$ cat src/core/mac_tx_pkg.sv
// Constants, register map and types for the transmit setup/status block.
// Assumes a 50 MHz system clock and a 32-bit APB register bus.
package mac_tx_pkg;

	// Clock and media timing, figures in ns
	localparam int CLK_NS = 20;
	localparam int SLOT_NS = 51200; // One slot time, 51.2 us
	localparam int HB_NS = 6400; // Heartbeat window, 6.4 us
	// Least time rounds up, longest time rounds down
	localparam int SLOT_CYC = (SLOT_NS + CLK_NS - 1) / CLK_NS;
	localparam int HB_CYC = HB_NS / CLK_NS;
	localparam int TMR_W = 12; // Wide enough for both windows

	// Register indices; byte address is four times the index
	localparam int ADDR_W = 8;
	localparam logic [5:0] IDX_STATUS = 6'h04;
	localparam logic [5:0] IDX_SETUP = 6'h0D;
	localparam logic [5:0] IDX_IRQ_STAT = 6'h10;
	localparam logic [5:0] IDX_IRQ_EN = 6'h11;
	localparam logic [5:0] IDX_IRQ_CLR = 6'h12;
	localparam logic [5:0] IDX_TX_GO = 6'h13;
	localparam logic [5:0] IDX_COLL = 6'h14;

	// Setup register fields
	localparam int SC_NOCRC = 0;
	localparam int SC_LOOP_LO = 1;
	localparam int SC_LOOP_HI = 2;
	localparam int SC_ATD = 3;
	localparam int SC_LOW_PRIORITY_BACKOFF_EN = 4;
	localparam logic [7:0] SETUP_RST = 8'h00;
	localparam logic [7:0] SETUP_MASK = 8'h1F;

	// Status register fields
	localparam int ST_OK = 0;
	localparam int ST_COL = 2;
	localparam int ST_GAVE_UP = 3;
	localparam int ST_CRS = 4;
	localparam int ST_FU = 5;
	localparam int ST_CDH = 6;
	localparam int ST_LATE = 7;

	// Interrupt bits
	localparam int IRQ_W = 4;
	localparam int IRQ_DONE = 0;
	localparam int IRQ_ABORT = 1;
	localparam int IRQ_HB = 2;
	localparam int IRQ_LATE = 3;

	// Collision handling
	localparam int COLL_W = 5;
	localparam logic [4:0] MAX_ATTEMPTS = 5'h10;
	localparam logic [4:0] LOW_PRIORITY_BACKOFF_EN_COLLS = 5'h03;
	localparam logic [3:0] EXP_BASE = 4'h3;
	localparam logic [3:0] EXP_MAX = 4'hA;
	localparam logic [5:0] HASH_OFF = 6'h3E; // Bit 62
	localparam logic [5:0] HASH_ON = 6'h3F; // Bit 63
	localparam logic [15:0] LFSR_SEED = 16'hACE1;
	localparam logic [15:0] LFSR_TAPS = 16'hB400;

	typedef enum logic [1:0] {
		LOOP_NORMAL = 2'b00,
		LOOP_CORE = 2'b01,
		LOOP_CODEC = 2'b10,
		LOOP_EXT = 2'b11
	} loop_mode_e;

	typedef enum logic [1:0] {
		TS_IDLE = 2'b00,
		TS_SEND = 2'b01,
		TS_HBEAT = 2'b10
	} tx_state_e;

endpackage

$ cat src/core/mac_tx_config_status.sv
// Transmit setup and transmit event status of a 10 Mbit/s CSMA/CD MAC.
// Assumes the transmit engine reports attempts, collisions, carrier,
// FIFO underrun, frame end and heartbeat as signals synchronous to MCLK_I.
//
// Overview of operation
// Setup register write-only, loop bits reset zero
// Bit 0 low appends CRC, high omits
// CRC inhibit honoured in every loopback mode
// Loop field picks mode, codec loop drives output
// Host clears data setup D3 before loopback
// Hash 62 disables, 63 re-enables transmitter
// Clearing remote disable bit re-enables transmitter
// Offset backoff 0..2^min(3+n,10) first three
// n counts collisions of current frame from one
// Status read-only, cleared on next start
// Status bits zero unless their event occurs
// Host reads status after each transmission
// Done-ok set when no abort, no underrun
// Collided bit set on any collision
// Abort at sixteenth attempt colliding
// Carrier loss flagged, transmission continues
// FIFO underrun flagged and frame aborted
// Missing heartbeat within 6.4 us flagged
// Late collision flagged, frame still rescheduled
//
// Our own choice: register access over APB.
`timescale 1ns/1ps
module mac_tx_config_status
	import mac_tx_pkg::*;
(
	input wire logic MCLK_I,
	input wire logic SRST_I,
	input wire logic PSEL_I,
	input wire logic PENABLE_I,
	input wire logic PWRITE_I,
	input wire logic [mac_tx_pkg::ADDR_W-1:0] PADDR_I,
	input wire logic [31:0] PWDATA_I,
	output logic [31:0] PRDATA_O,
	output logic PREADY_O,
	output logic PSLVERR_O,
	input wire logic TX_ATTEMPT_I,
	input wire logic COLL_I,
	input wire logic CARRIER_I,
	input wire logic FIFO_DRY_I,
	input wire logic FRAME_END_I,
	input wire logic HEARTBEAT_I,
	input wire logic MCAST_HIT_I,
	input wire logic [5:0] MCAST_IDX_I,
	output logic TX_GO_O,
	output logic TX_ENABLE_O,
	output logic CRC_APPEND_O,
	output logic [1:0] LOOP_MODE_O,
	output logic CODEC_LOOP_O,
	output logic RETRY_O,
	output logic [9:0] BACKOFF_SLOTS_O,
	output logic ABORT_O,
	output logic IRQ_O
);
	import mac_tx_pkg::*;

	logic [7:0] setup_q; // Write-only transmit setup
	logic [7:0] status_q; // Transmit event status
	tx_state_e state_q; // Transmit sequencing state
	logic [COLL_W-1:0] coll_q; // Collisions of current frame
	logic [TMR_W-1:0] tmr_q; // Slot or heartbeat timer
	logic on_wire_q; // An attempt is being sent
	logic remote_off_q; // Disabled by a remote station
	logic [15:0] lfsr_q; // Backoff randomness
	logic [IRQ_W-1:0] irq_stat_q; // Sticky interrupt status
	logic [IRQ_W-1:0] irq_en_q; // Interrupt enables
	logic retry_q; // Reschedule pulse
	logic abort_q; // Abort pulse
	logic go_q; // Start pulse
	logic [9:0] backoff_q; // Backoff slot count

	// Bus decode
	logic wr_en; // Write takes effect this edge
	logic rd_en; // Read answered this edge
	logic [5:0] idx; // Register index
	logic mapped; // Address hits a register
	logic aligned; // Word-aligned access
	logic start; // Host starts a transmission
	logic [IRQ_W-1:0] irq_set; // Interrupt events this cycle
	logic [IRQ_W-1:0] irq_clr; // Write-one-to-clear mask
	logic coll_ev; // Collision during an attempt
	logic late; // Collision after one slot
	logic give_up; // Attempt count exhausted
	logic [COLL_W-1:0] coll_nx; // Collision count incl. this one
	logic [3:0] bexp; // Backoff exponent
	logic [9:0] bmask; // Backoff range mask

	assign idx = PADDR_I[7:2];
	assign aligned = (PADDR_I[1:0] == 2'b00);
	assign wr_en = PSEL_I && PENABLE_I && PWRITE_I;
	assign rd_en = PSEL_I && PENABLE_I && !PWRITE_I;
	// Zero wait states: every access completes in its access phase
	assign PREADY_O = 1'b1;

	// Address map check
	always_comb
	begin
		case (idx)
			IDX_STATUS, IDX_SETUP, IDX_IRQ_STAT, IDX_IRQ_EN,
			IDX_IRQ_CLR, IDX_TX_GO, IDX_COLL: mapped = aligned;
			default: mapped = 1'b0;
		endcase
	end

	// Unmapped or misaligned accesses answer with an error
	assign PSLVERR_O = PSEL_I && PENABLE_I && !mapped;

	// A start is refused while busy or remotely disabled
	assign start = wr_en && mapped && (idx == IDX_TX_GO)
		&& PWDATA_I[0] && (state_q == TS_IDLE) && !remote_off_q;

	// Setup register: write-only, all option bits cleared at reset
	always_ff @(posedge MCLK_I)
	begin
		if (SRST_I)
			setup_q <= SETUP_RST;
		else if (wr_en && mapped && idx == IDX_SETUP)
			setup_q <= PWDATA_I[7:0] & SETUP_MASK;
	end

	// CRC control is independent of the loop field, so CRC logic can be
	// exercised in any loopback mode
	assign CRC_APPEND_O = !setup_q[SC_NOCRC];
	assign LOOP_MODE_O = setup_q[SC_LOOP_HI:SC_LOOP_LO];
	// Only the codec loop raises the loop output
	assign CODEC_LOOP_O = (loop_mode_e'(LOOP_MODE_O) == LOOP_CODEC);

	// Remote transmit disable by special multicast hashes
	always_ff @(posedge MCLK_I)
	begin
		if (SRST_I)
			remote_off_q <= 1'b0;
		else if (!setup_q[SC_ATD])
			remote_off_q <= 1'b0;
		else if (MCAST_HIT_I && MCAST_IDX_I == HASH_OFF)
			remote_off_q <= 1'b1;
		else if (MCAST_HIT_I && MCAST_IDX_I == HASH_ON)
			remote_off_q <= 1'b0;
	end

	assign TX_ENABLE_O = !remote_off_q;

	// Collision bookkeeping
	assign coll_ev = COLL_I && on_wire_q && (state_q == TS_SEND);
	assign coll_nx = coll_q + 5'h01;
	// Count reaches sixteen when the sixteenth attempt collides
	assign give_up = coll_ev && (coll_nx == MAX_ATTEMPTS);
	assign late = coll_ev && (tmr_q >= TMR_W'(SLOT_CYC));

	// Backoff exponent: raised by three for the first three collisions
	always_comb
	begin
		if (setup_q[SC_LOW_PRIORITY_BACKOFF_EN] && coll_nx <= LOW_PRIORITY_BACKOFF_EN_COLLS)
			bexp = EXP_BASE + coll_nx[3:0];
		else if (coll_nx >= 5'(EXP_MAX))
			bexp = EXP_MAX;
		else
			bexp = coll_nx[3:0];
		bmask = 10'((11'h001 << bexp) - 11'h001);
	end

	// Free-running LFSR; randomness only, so its state never matters
	always_ff @(posedge MCLK_I)
	begin
		if (SRST_I)
			lfsr_q <= LFSR_SEED;
		else
			lfsr_q <= {lfsr_q[14:0], ^(lfsr_q & LFSR_TAPS)};
	end

	// Transmit sequencing
	always_ff @(posedge MCLK_I)
	begin
		if (SRST_I)
			state_q <= TS_IDLE;
		else
		begin
			case (state_q)
				TS_IDLE:
					if (start)
						state_q <= TS_SEND;
				TS_SEND:
					if (FIFO_DRY_I || give_up)
						state_q <= TS_IDLE;
					else if (FRAME_END_I && on_wire_q)
						state_q <= TS_HBEAT;
				TS_HBEAT:
					if (HEARTBEAT_I || tmr_q == TMR_W'(HB_CYC - 1))
						state_q <= TS_IDLE;
				default:
					state_q <= TS_IDLE;
			endcase
		end
	end

	// Slot timer per attempt, then heartbeat window timer
	always_ff @(posedge MCLK_I)
	begin
		if (SRST_I)
			tmr_q <= '0;
		else if (start || TX_ATTEMPT_I || state_q == TS_IDLE)
			tmr_q <= '0;
		else if (state_q == TS_SEND && FRAME_END_I)
			tmr_q <= '0; // Heartbeat window opens
		else if (tmr_q != '1)
			tmr_q <= tmr_q + 12'h001; // Saturates, never wraps
	end

	// An attempt is on the wire from its start to collision or end
	always_ff @(posedge MCLK_I)
	begin
		if (SRST_I)
			on_wire_q <= 1'b0;
		else if (state_q != TS_SEND || coll_ev || FRAME_END_I)
			on_wire_q <= 1'b0;
		else if (TX_ATTEMPT_I)
			on_wire_q <= 1'b1;
	end

	// Collision count of the current frame
	always_ff @(posedge MCLK_I)
	begin
		if (SRST_I)
			coll_q <= '0;
		else if (start)
			coll_q <= '0;
		else if (coll_ev)
			coll_q <= coll_nx;
	end

	// Reschedule: late collisions are retried like ordinary ones
	always_ff @(posedge MCLK_I)
	begin
		if (SRST_I)
		begin
			retry_q <= 1'b0;
			abort_q <= 1'b0;
			go_q <= 1'b0;
			backoff_q <= '0;
		end
		else
		begin
			go_q <= start;
			retry_q <= coll_ev && !give_up && !FIFO_DRY_I;
			abort_q <= (state_q == TS_SEND) && (give_up || FIFO_DRY_I);
			if (coll_ev)
				backoff_q <= lfsr_q[9:0] & bmask;
		end
	end

	assign TX_GO_O = go_q;
	assign RETRY_O = retry_q;
	assign ABORT_O = abort_q;
	assign BACKOFF_SLOTS_O = backoff_q;

	// Event status: cleared at start, bits set only by their event
	always_ff @(posedge MCLK_I)
	begin
		if (SRST_I)
			status_q <= '0;
		else if (start)
			status_q <= '0;
		else
		begin
			if (coll_ev)
				status_q[ST_COL] <= 1'b1;
			if (give_up)
				status_q[ST_GAVE_UP] <= 1'b1;
			if (on_wire_q && state_q == TS_SEND && !CARRIER_I)
				status_q[ST_CRS] <= 1'b1;
			if (state_q == TS_SEND && FIFO_DRY_I)
				status_q[ST_FU] <= 1'b1;
			if (late)
				status_q[ST_LATE] <= 1'b1;
			// Abort and underrun leave the state machine first, so an
			// end seen here belongs to a clean frame
			if (state_q == TS_SEND && FRAME_END_I && on_wire_q
				&& !FIFO_DRY_I && !give_up
				&& !status_q[ST_GAVE_UP] && !status_q[ST_FU])
				status_q[ST_OK] <= 1'b1;
			if (state_q == TS_HBEAT && !HEARTBEAT_I
				&& tmr_q == TMR_W'(HB_CYC - 1))
				status_q[ST_CDH] <= 1'b1;
		end
	end

	// Interrupt events and sticky status; set wins over clear
	assign irq_set[IRQ_DONE] = state_q == TS_SEND && FRAME_END_I
		&& on_wire_q && !FIFO_DRY_I && !give_up;
	assign irq_set[IRQ_ABORT] = (state_q == TS_SEND)
		&& (give_up || FIFO_DRY_I);
	assign irq_set[IRQ_HB] = state_q == TS_HBEAT && !HEARTBEAT_I
		&& tmr_q == TMR_W'(HB_CYC - 1);
	assign irq_set[IRQ_LATE] = late;
	assign irq_clr = (wr_en && mapped && idx == IDX_IRQ_CLR)
		? PWDATA_I[IRQ_W-1:0] : '0;

	always_ff @(posedge MCLK_I)
	begin
		if (SRST_I)
			irq_stat_q <= '0;
		else
			irq_stat_q <= (irq_stat_q & ~irq_clr) | irq_set;
	end

	// Interrupt enable register
	always_ff @(posedge MCLK_I)
	begin
		if (SRST_I)
			irq_en_q <= '0;
		else if (wr_en && mapped && idx == IDX_IRQ_EN)
			irq_en_q <= PWDATA_I[IRQ_W-1:0];
	end

	// Level interrupt while any enabled event is pending
	assign IRQ_O = |(irq_stat_q & irq_en_q);

	// Read data register; write-only locations read as zero
	always_ff @(posedge MCLK_I)
	begin
		if (SRST_I)
			PRDATA_O <= '0;
		else if (PSEL_I && !PENABLE_I && !PWRITE_I)
		begin
			case (idx)
				IDX_STATUS: PRDATA_O <= {24'h000000, status_q};
				IDX_IRQ_STAT: PRDATA_O <= {28'h0000000, irq_stat_q};
				IDX_IRQ_EN: PRDATA_O <= {28'h0000000, irq_en_q};
				IDX_COLL: PRDATA_O <= {27'h0000000, coll_q};
				default: PRDATA_O <= '0;
			endcase
		end
	end

	// Checks

	property p_loop_out;
		@(posedge MCLK_I) disable iff (SRST_I)
		CODEC_LOOP_O == (setup_q[SC_LOOP_HI] && !setup_q[SC_LOOP_LO]);
	endproperty
	a_loop_out: assert property (p_loop_out)
		else $error("Codec loop output disagrees with mode");

	property p_reset_loop;
		@(posedge MCLK_I) SRST_I |=> LOOP_MODE_O == 2'b00;
	endproperty
	a_reset_loop: assert property (p_reset_loop)
		else $error("Loop field not zero after reset");

	property p_crc_write;
		@(posedge MCLK_I) disable iff (SRST_I)
		(wr_en && mapped && idx == IDX_SETUP)
		|=> CRC_APPEND_O == !$past(PWDATA_I[0]);
	endproperty
	a_crc_write: assert property (p_crc_write)
		else $error("CRC append does not follow written bit");

	property p_remote_off;
		@(posedge MCLK_I) disable iff (SRST_I)
		(setup_q[SC_ATD] && MCAST_HIT_I && MCAST_IDX_I == HASH_OFF)
		|=> !TX_ENABLE_O;
	endproperty
	a_remote_off: assert property (p_remote_off)
		else $error("Hash 62 did not disable transmitter");

	property p_atd_clear;
		@(posedge MCLK_I) disable iff (SRST_I)
		!setup_q[SC_ATD] |=> TX_ENABLE_O;
	endproperty
	a_atd_clear: assert property (p_atd_clear)
		else $error("Transmitter stays off with disable bit clear");

	property p_start_clear;
		@(posedge MCLK_I) disable iff (SRST_I)
		start |=> status_q == 8'h00 && state_q == TS_SEND;
	endproperty
	a_start_clear: assert property (p_start_clear)
		else $error("Status not cleared at start");

	property p_collided;
		@(posedge MCLK_I) disable iff (SRST_I)
		coll_ev |=> status_q[ST_COL] && coll_q == $past(coll_q) + 5'h01;
	endproperty
	a_collided: assert property (p_collided)
		else $error("Collision not recorded");

	property p_give_up;
		@(posedge MCLK_I) disable iff (SRST_I)
		(coll_ev && coll_q == 5'h0F)
		|=> status_q[ST_GAVE_UP] && ABORT_O && state_q == TS_IDLE;
	endproperty
	a_give_up: assert property (p_give_up)
		else $error("No abort at sixteenth attempt");

	property p_underrun;
		@(posedge MCLK_I) disable iff (SRST_I)
		(state_q == TS_SEND && FIFO_DRY_I)
		|=> status_q[ST_FU] && ABORT_O ##1 !status_q[ST_OK];
	endproperty
	a_underrun: assert property (p_underrun)
		else $error("Underrun not flagged or not aborted");

	property p_heartbeat;
		@(posedge MCLK_I) disable iff (SRST_I)
		(state_q == TS_SEND && FRAME_END_I && on_wire_q && !FIFO_DRY_I
			&& !give_up && !HEARTBEAT_I)
		##1 (!HEARTBEAT_I && state_q == TS_HBEAT) [*8]
		|-> ##[1:320] (state_q == TS_IDLE || HEARTBEAT_I);
	endproperty
	a_heartbeat: assert property (p_heartbeat)
		else $error("Heartbeat window did not close in time");

	property p_backoff;
		@(posedge MCLK_I) disable iff (SRST_I)
		(coll_ev && setup_q[SC_LOW_PRIORITY_BACKOFF_EN] && coll_q == 5'h00)
		|=> BACKOFF_SLOTS_O < 10'h010;
	endproperty
	a_backoff: assert property (p_backoff)
		else $error("Offset backoff out of range at first collision");

	property p_late;
		@(posedge MCLK_I) disable iff (SRST_I)
		(coll_ev && !give_up && !FIFO_DRY_I && tmr_q >= TMR_W'(SLOT_CYC))
		|=> status_q[ST_LATE] && RETRY_O;
	endproperty
	a_late: assert property (p_late)
		else $error("Late collision not flagged or not retried");

	property p_carrier;
		@(posedge MCLK_I) disable iff (SRST_I)
		(on_wire_q && state_q == TS_SEND && !CARRIER_I && !FIFO_DRY_I
			&& !give_up)
		|=> status_q[ST_CRS] && state_q != TS_IDLE;
	endproperty
	a_carrier: assert property (p_carrier)
		else $error("Carrier loss mishandled");

endmodule

$ cat config.mk
export PLATFORM = sky130hd
export DESIGN_NAME = mac_tx_config_status
export DESIGN_NICKNAME = d
export VERILOG_FILES = /design/src/core/mac_tx_pkg.sv /design/src/core/mac_tx_config_status.sv
export SDC_FILE = /design/constraint.sdc
export NUM_CORES = 1
export LEC_CHECK = 0
export CORE_MARGIN = 4
export CORE_UTILIZATION = 50
export DETAILED_ROUTE_END_ITERATION = 10
export DONT_BUFFER_PORTS = 1
export PLACE_DENSITY_LB_ADDON = 0.08
export RECOVER_POWER = 100
export SLEW_MARGIN = 20
export SYNTH_ARGS = -nofsm -noshare
export SYNTH_HDL_FRONTEND = slang
export SYNTH_SLANG_ARGS = --single-unit
$ cat constraint.sdc
create_clock -name MCLK_I -period 9.1 [get_ports MCLK_I]
set_input_delay 0.455 -clock MCLK_I [delete_from_list [all_inputs] [get_ports MCLK_I]]
set_output_delay 0.455 -clock MCLK_I [all_outputs]
set_load 0.005 [all_outputs]
Word level (Yosys, flattened, before mapping). Cells that the tools add are included.

Shift operators: 1. Bitwise gates (word level): 6. Equality and inequality tests: 19. Reduce and logical (&&, ||, !) cells: 63. Add/sub/neg operators: 4. Magnitude comparators: 3. Mux-type cells: 12.

Operators by type and width (count): $logic_and 1x1->1 (35); $pmux 8 s4 (1); $eq 6x5->1 const B (5); $reduce_xor 16->1 (1); $add 12x1->12 const B (1); $eq 12x9->1 const B (1); $eq 6x6->1 const B (2); $ge 12x12->1 const B (1); $mux 4 (3); $ne 12x12->1 const B (1); $logic_not 1->1 (11); $and 10x10->10 (1); $shl 1x4->10 const A (1); $sub 10x1->10 const B (1); $and 4x4->4 (2); $mux 2 (4); $reduce_or 7->1 (1); $eq 6x3->1 const B (1); $eq 6x4->1 const B (1); $logic_or 1x1->1 (6); $pmux 2 s3 (1); $reduce_or 2->1 (3); $add 5x1->5 const B (1); $eq 5x5->1 const B (1); 17 further kinds (22).

Register bits: 102. Input port bits: 58.

Longest topological paths before layout. Gate-level depths: netlist (run 1).

Depth in word-level cells: 11. Mapped depth: 15. Mapped depth without buffers: 12.

Worst setup path before layout (run 1). No wires, ideal clock.

Path type: register -> register. Start point: reg coll_q[0]. End point: reg backoff_q[8] (netlist: BACKOFF_SLOTS_O[8]). Cell stages (with the launch flop): 16. Arrival: 3.106 ns. Buffers on the path: 3. Period minus slack after synthesis: 3.233 ns. Slack: 5.867 ns. Required time: 8.973 ns. Setup time: 0.127 ns. Path through: dfxtp_1 buf_2 inv_1 ha_1 nor3_1 or3_1 nor3_2 a31oi_4 buf_6 or3_1 ha_1 clkbuf_1 and3_1 nand2b_1 o32ai_1 or3_1.

Longest elaborated chain between the ends: 7.

RTL lines: from (decl) (RTL line mac_tx_config_status.sv:64) `logic [COLL_W-1:0] coll_q;`; from (signal assigned) (RTL line mac_tx_config_status.sv:232) `coll_q <= coll_nx;`; $add 5x1->5 * (RTL line mac_tx_config_status.sv:149) `assign coll_nx = coll_q + 5'h01;`; net coll_nx[0] (RTL line mac_tx_config_status.sv:88) `logic [COLL_W-1:0] coll_nx;`; $ge 5x4->1 / $le 5x2->1 (equally long branches) (RTL line mac_tx_config_status.sv:159, mac_tx_config_status.sv:157); $mux 4 / $logic_and 1x1->1 (equally long branches) (RTL line mac_tx_config_status.sv:159, mac_tx_config_status.sv:157); $mux 4 * (RTL line mac_tx_config_status.sv:157) `if (setup_q[SC_LOW_PRIORITY_BACKOFF_EN] && coll_nx <= LOW_PRIORITY_BACKOFF_EN_COLLS)`; $shl 1x4->10 * (RTL line mac_tx_config_status.sv:163) `bmask = 10'((11'h001 << bexp) - 11'h001);`; $sub 10x1->10 * (RTL line mac_tx_config_status.sv:163); $and 10x10->10 * (RTL line mac_tx_config_status.sv:251) `backoff_q <= lfsr_q[9:0] & bmask;`; to (signal assigned) (RTL line mac_tx_config_status.sv:251); to (decl) (RTL line mac_tx_config_status.sv:74) `logic [9:0] backoff_q;`.

The timed path passes the listed nets; every way through them passes the cells marked *. A chain may end at the register's enable or synchronous reset.

Final worst setup path (run 1).
Start point: reg coll_q[1]. End point: reg backoff_q[6] (netlist: BACKOFF_SLOTS_O[6]).

Longest elaborated chain between the ends: 7.

RTL lines (RTL line): $add 5x1->5 * (mac_tx_config_status.sv:149); $ge 5x4->1 / $le 5x2->1 (equally long branches) (mac_tx_config_status.sv:159, mac_tx_config_status.sv:157); $mux 4 / $logic_and 1x1->1 (equally long branches) (mac_tx_config_status.sv:159, mac_tx_config_status.sv:157); $mux 4 * (mac_tx_config_status.sv:157); $shl 1x4->10 * (mac_tx_config_status.sv:163); $sub 10x1->10 * (mac_tx_config_status.sv:163); $and 10x10->10 * (mac_tx_config_status.sv:251).

Every way passes the cells marked *; elsewhere a longest branch is shown, timed or not.

==> run_results.csv, run 1 <==
group,metric,value,unit
outcome,outcome,"finished, final reports clean",
sta,fin_skew,11.4,ps
placed_design,port_buffers,0,
logic_synthesis,synthFlopType,"dfxtp_1",
die,fp-row-count,32,
hold_path,hold_path_class,"input port to flop",
sta,worstMarginPinSlew,978,ps
cts,cts_tree,"done",
worst_setup_path,crit_slowest_cell,"a31oi_1",
placed_design,post-dp-hpwl,6350,um
sta,rsz0062_at_grt,"no",
worst_setup_path,r2r_end,"BACKOFF_SLOTS_O[6]",
sta,maxSlewHeadroom,0.345,
cts,clk_pin_slew_worst_paths,80,ps
sta,setup_viol,0,
logic_synthesis,yosys.area_share.simple,0.256,
routing,wirelength,8700,um
logic_synthesis,synth_warnings,0,
pwr,power_density,161,nW/um^2
global_routing,antenna_found_initial,0,
logic_synthesis,synthCells,470,
routing,ant_nets,0,
final_layout,num_antenna_cells,0,
pwr,pwr-share-seq,0.531,
logic_synthesis,synth.yosys.seq_area_share,0.390,
logic_synthesis,yosysUniqueCellTypes,63,
worst_setup_path,cp_max_fo,13,
logic_synthesis,syn-cell-area,4000,um^2
worst_setup_path,path_buf_inv,0,
die,die_h,97.4,um
cts,clk_latency,350,ps
global_routing,first_global_vias,2798,
logic_synthesis,synthArstFlopShare,0,
final_layout,final_cell_mix,"dfxtp_1 (78), nor2_1 (49), nand2_1 (45)",
pwr,power.share.switching,0.218,
logic_synthesis,synth_xor_area_frac,0.0526,
logic_synthesis,ys_seq_elements,78,
global_routing,grt_use_total,0.181,
routing,vias_per_cell,5.53,
pwr,ir_drop,0.0900,mV
logic_synthesis,muxShareOfSynthArea,0.0375,
worst_setup_path,path_class,"flop to flop",
routing,dr.pass1.iters,5,
pwr,clock_power_share,0.442,
final_layout,fin_cells,562,
pwr,total_leakage_power,1.45,nW
sta,timing.setup.tns,0,ps
routing,drc,0,
worst_setup_path,r2r_slack,4700,ps
hold_path,min-delay-start,"SRST_I",
logic_synthesis,synth_top_family_by_area,"simple AND/OR/NAND/NOR gates",
worst_setup_path,worstReg2RegStart,"coll_q[1]",
die,die-area,9490,um^2
global_routing,grt_pass1_wl,14000,um
cts,htreeDepth,3,
pwr,combPwrFrac,0.026,
routing,dr.first_iter.drc_count,109,
routing,highest_layer,"met4",
worst_setup_path,cpPeakStageDelay,760,ps
routing,routedWlPerCell,15.5,um
logic_synthesis,synth.avg_cell_area,8.51,um^2
cts,clkSinkCount,78,
logic_synthesis,synth_compound_area_frac,0.146,
final_layout,drive_gt1_frac,0.0783,
worst_setup_path,critPathArrivalTime,4650,ps
cts,cts_resized,0,
cts,cts_root_buf,"clkbuf_8",
final_layout,layout.nets,521,
worst_setup_path,reg2regPathDepth,11,
routing,num_vias,3107,
final_layout,final_common_cell,"dfxtp_1",
worst_setup_path,path_delay_family,"compound AO/OA/AOI/OAI gates",
cts,postCtsSetupBuffers,0,
job,maxCapViolCount,0,
sta,period_minus_slack,4400,ps
die,initial_utilization,0.515,
die,die_x,97.4,um
worst_setup_path,crit_required,9350,ps
pwr,power.switching,0.143,mW
sta,fmax,0.227,GHz
hold_path,hold-path-cell-count,1,
routing,wl_met1,4030,um
cts,numCtsBuffers,9,
hold_path,holdPathEnd,"BACKOFF_SLOTS_O[0]",
worst_setup_path,path_cells,"ha_1, xnor2_1, a31oi_1, nor3_1, a31oi_1, or3_1, ha_1, a22oi_1, nand2_1, mux2i_1, nor4b_1",
sta,finalHoldViolCount,0,
cts,postCtsHoldBufs,0,
worst_setup_path,startpoint_type,"flop",
worst_setup_path,endpoint_kind,"flop",
logic_synthesis,synth_adder_area_share,0.0219,
final_layout,syn_to_final_growth,2.50,%
sta,final_max_slew_viol_count,0,
logic_synthesis,synth-edff-count,0,
placed_design,place_inst,547,
die,coreArea,7770,um^2
pwr,p_int,0.515,mW
cts,cts.path.max_buffers,2,
sta,post-route-period-util,0.484,
routing,wl_met2,3880,um
global_routing,grt_max_degree,49,
placed_design,gp_congestion,0.790,
routing,dr_wl_met3,684,um
die,pin_count,111,
global_routing,overflow,0,
worst max-delay path by stage:
stage / start / endpoint / slack (ps) / cells past startpoint
floorplan: coll_q[0] / BACKOFF_SLOTS_O[8] / 5870 / 15
global placement: coll_q[1] / BACKOFF_SLOTS_O[6] / 5260 / 11
detailed placement: coll_q[1] / BACKOFF_SLOTS_O[6] / 5190 / 11
CTS: coll_q[1] / BACKOFF_SLOTS_O[6] / 5170 / 11
global route: coll_q[1] / BACKOFF_SLOTS_O[6] / 4290 / 11
finish: coll_q[1] / BACKOFF_SLOTS_O[6] / 4700 / 11
registers in the layout, summed over array words and instances, names as in the netlist:
signal,count
status_q,7
lfsr_q,16
RETRY_O,1
state_q,2
TX_GO_O,1
irq_stat_q,4
ABORT_O,1
setup_q,5
on_wire_q,1
PRDATA_O,8
BACKOFF_SLOTS_O,10
coll_q,5
irq_en_q,4
remote_off_q,1
tmr_q,12
layer usage:
metal | global-route usage | vias up
met5 | 0 | -
met4 | 0.0564 | 0
met3 | 0.0517 | 8
met2 | 0.267 | 97
met1 | 0.254 | 1445
li1 | - | 1557
synth_stat cells, drive strengths merged, types with 12 or more instances:
cell type	instances	area share
nand2	45	0.042
buf	37	0.069
a21oi	26	0.033
nand3	21	0.026
nor2b	14	0.022
nor2	49	0.046
nor3	16	0.023
xor2	12	0.028
clkbuf	13	0.013
inv	13	0.012
mux2i	15	0.038
dfxtp	78	0.39
cell type report:
cell class              instances  area, um^2
repair buffers                  2        15.0
well taps                     102         128
clock buffers                  10         138
fillers                       758        3670
flip-flops and latches         78        1560
inverters                      13        48.8
clock inverters                 5        83.8
multi-input cells             352        2120
logic make-up (layout without fill, tap and decap cells):
logic type	after synthesis	after routing
simple gates	201	201
compound gates	83	83
flops	78	78
buf+inv	63	30
xor+xnor	21	21
mux	15	15
fa+ha+maj	7	7
other cells	2	25
power by group through the flow:
stage               Clock [mW]  Combinational [mW]  Sequential (mW)
floorplan                    0              0.0259            0.357
global placement             0              0.0170            0.358
detailed placement           0              0.0173            0.358
CTS                      0.298              0.0173            0.350
global route             0.314              0.0195            0.351
finish                   0.291              0.0174            0.350
metrics by stage:
step	total power, mW	setup slack (ps)	util	area (um^2)	hold WS [ps]
finish	0.659	4700	0.528	4100	168
CTS	0.665	5170	0.531	4120	149
global placement	0.375	5260	0.502	3900	397
floorplan	0.383	5870	-	4090	389
global route	0.684	4290	0.528	4100	146
detailed placement	0.375	5190	0.502	3900	401
No activity file was read; power rests on OpenSTA's default activity.
==> run 2, diff against run 1 <==
- clock period: 9.1 -> 4.06 ns (I/O delays scaled with it)
==> run 2 against run 1 <==
Net effect:
- setup slack got worse by 4300 ps
- clock power rose by 100%
- total power grew 120%
- clock skew up 2.1 ps
- highest routed layer unchanged
- utilization up 0.93 points
- via count up 1.8%
- critical endpoint is now BACKOFF_SLOTS_O[8]
- count of clock-buffer cells in the layout up 1
==> run_results.csv, run 2 (synthesized netlist as in run 1, its figures left out) <==
group,metric,value,unit
outcome,outcome,"finished, final reports clean",
final_layout,fin_cells,571,
die,coreArea,7770,um^2
cts,clk_latency,340,ps
worst_setup_path,startpoint_type,"flop",
sta,fmax,0.271,GHz
global_routing,overflow,0,
die,die_h,97.4,um
placed_design,port_buffers,0,
pwr,ir_drop,0.257,mV
final_layout,final_cell_mix,"dfxtp_1 (78), nor2_1 (49), nand2_1 (45)",
routing,vias_per_cell,5.54,
cts,htreeDepth,3,
routing,drc,0,
global_routing,grt_pass1_wl,14600,um
cts,numCtsBuffers,9,
die,die_x,97.4,um
cts,cts_root_buf,"clkbuf_8",
sta,maxSlewHeadroom,0.341,
final_layout,regMostFlops,"lfsr_q",
final_layout,layout.nets,529,
worst_setup_path,critPathArrivalTime,3910,ps
die,fp-row-count,32,
global_routing,grt_use_total,0.186,
final_layout,largest_reg_flops,16,
global_routing,first_global_vias,2884,
final_layout,syn_to_final_growth,4.32,%
routing,dr.pass1.iters,6,
sta,timing.setup.tns,0,ps
worst_setup_path,endpoint_kind,"flop",
sta,worstMarginPinSlew,980,ps
routing,num_vias,3163,
worst_setup_path,path_class,"flop to flop",
routing,ant_nets,0,
final_layout,final_common_cell,"dfxtp_1",
sta,final_max_slew_viol_count,0,
cts,cts_tree,"done",
hold_path,hold-path-cell-count,2,
routing,routedWlPerCell,15.7,um
placed_design,dpl_cell_area,3920,um^2
cts,clk_pin_slew_worst_paths,80,ps
worst_setup_path,cp_max_fo,14,
sta,finalHoldViolCount,0,
cts,postCtsSetupBuffers,0,
final_layout,num_antenna_cells,0,
cts,cts.path.max_buffers,2,
job,maxCapViolCount,0,
placed_design,gp_congestion,0.791,
pwr,total_leakage_power,1.49,nW
worst_setup_path,reg2regPathDepth,11,
sta,fin_skew,13.4,ps
placed_design,post-dp-hpwl,6300,um
placed_design,place_inst,549,
worst_setup_path,r2r_slack,370,ps
sta,rsz0062_at_grt,"no",
sta,setup_viol,0,
die,initial_utilization,0.515,
cts,clkSinkCount,78,
final_layout,drive_gt1_frac,0.0832,
sta,post-route-period-util,0.909,
hold_path,hold_path_class,"input port to flop",
global_routing,antenna_found_initial,0,
worst_setup_path,crit_required,4280,ps
die,die-area,9490,um^2
global_routing,grt_max_degree,43,
die,pin_count,111,
final_layout,final_area,4170,um^2
sta,period_minus_slack,3690,ps
routing,wirelength,8980,um
routing,dr.first_iter.drc_count,108,
pwr,power_density,340,nW/um^2
sta,hold_ws,17.1,ps
run 2: routing by layer:
layer | up-vias | part of all wire | routed length, um | global-route usage
li1 | 1581 | - | - | -
met1 | 1498 | 0.46 | 4150 | 0.248
met2 | 76 | 0.46 | 4150 | 0.294
met3 | 8 | 0.066 | 596 | 0.0581
met4 | 0 | 0.0095 | 85 | 0.0447
met5 | - | 0 | 0 | 0
run 2: worst paths after layout:
path	start	endpoint
max reg2reg	coll_q[0]	BACKOFF_SLOTS_O[8]
min reg2reg	lfsr_q[14]	lfsr_q[15]
min	PWDATA_I[2]	irq_en_q[2]
max	coll_q[0]	BACKOFF_SLOTS_O[8]
run 2: critical path: stages, from the launching register on:
cell	delay, ps
dfxtp_1	630
ha_1	560
xor2_1	280
o21ai_0	180
a32o_1	340
and2_0	260
or3_1	350
ha_1	310
and3_1	210
nand2_1	60
o32ai_1	80
or3_1	320
run 2: cell type report:
| cell class | instances | area (um^2) |
|---|---|---|
| inverter | 13 | 48.8 |
| sequential | 78 | 1560 |
| multi-input combinational | 352 | 2140 |
| fill | 764 | 3600 |
| tap | 102 | 128 |
| timing repair buffer | 10 | 96.3 |
| clock inverter | 5 | 58.8 |
| clock buffer | 11 | 141 |
run 2: repair_timing:
action / in CTS / in global routing
hold endpoints to repair: 45 / 0
endpoints found under the setup margin: 0 / 0
hold buffers: 6 / 0
gates resized for setup: 0 / 0
run 2: per-stage QoR:
step / power, mW / worst slack (ps) / util
global placement: 0.840 / 484 / 0.504
global route: 1.48 / 52.7 / 0.537
CTS: 1.44 / 421 / 0.539
finish: 1.42 / 368 / 0.537
detailed placement: 0.841 / 435 / 0.504
floorplan: 0.858 / 827 / -
run 2: where the power goes:
part | leakage, nW | switching [mW] | internal (mW)
Sequential | 0.633 | 0.00688 | 0.778
Combinational | 0.757 | 0.0299 | 0.0219
Clock | 0.0955 | 0.281 | 0.301
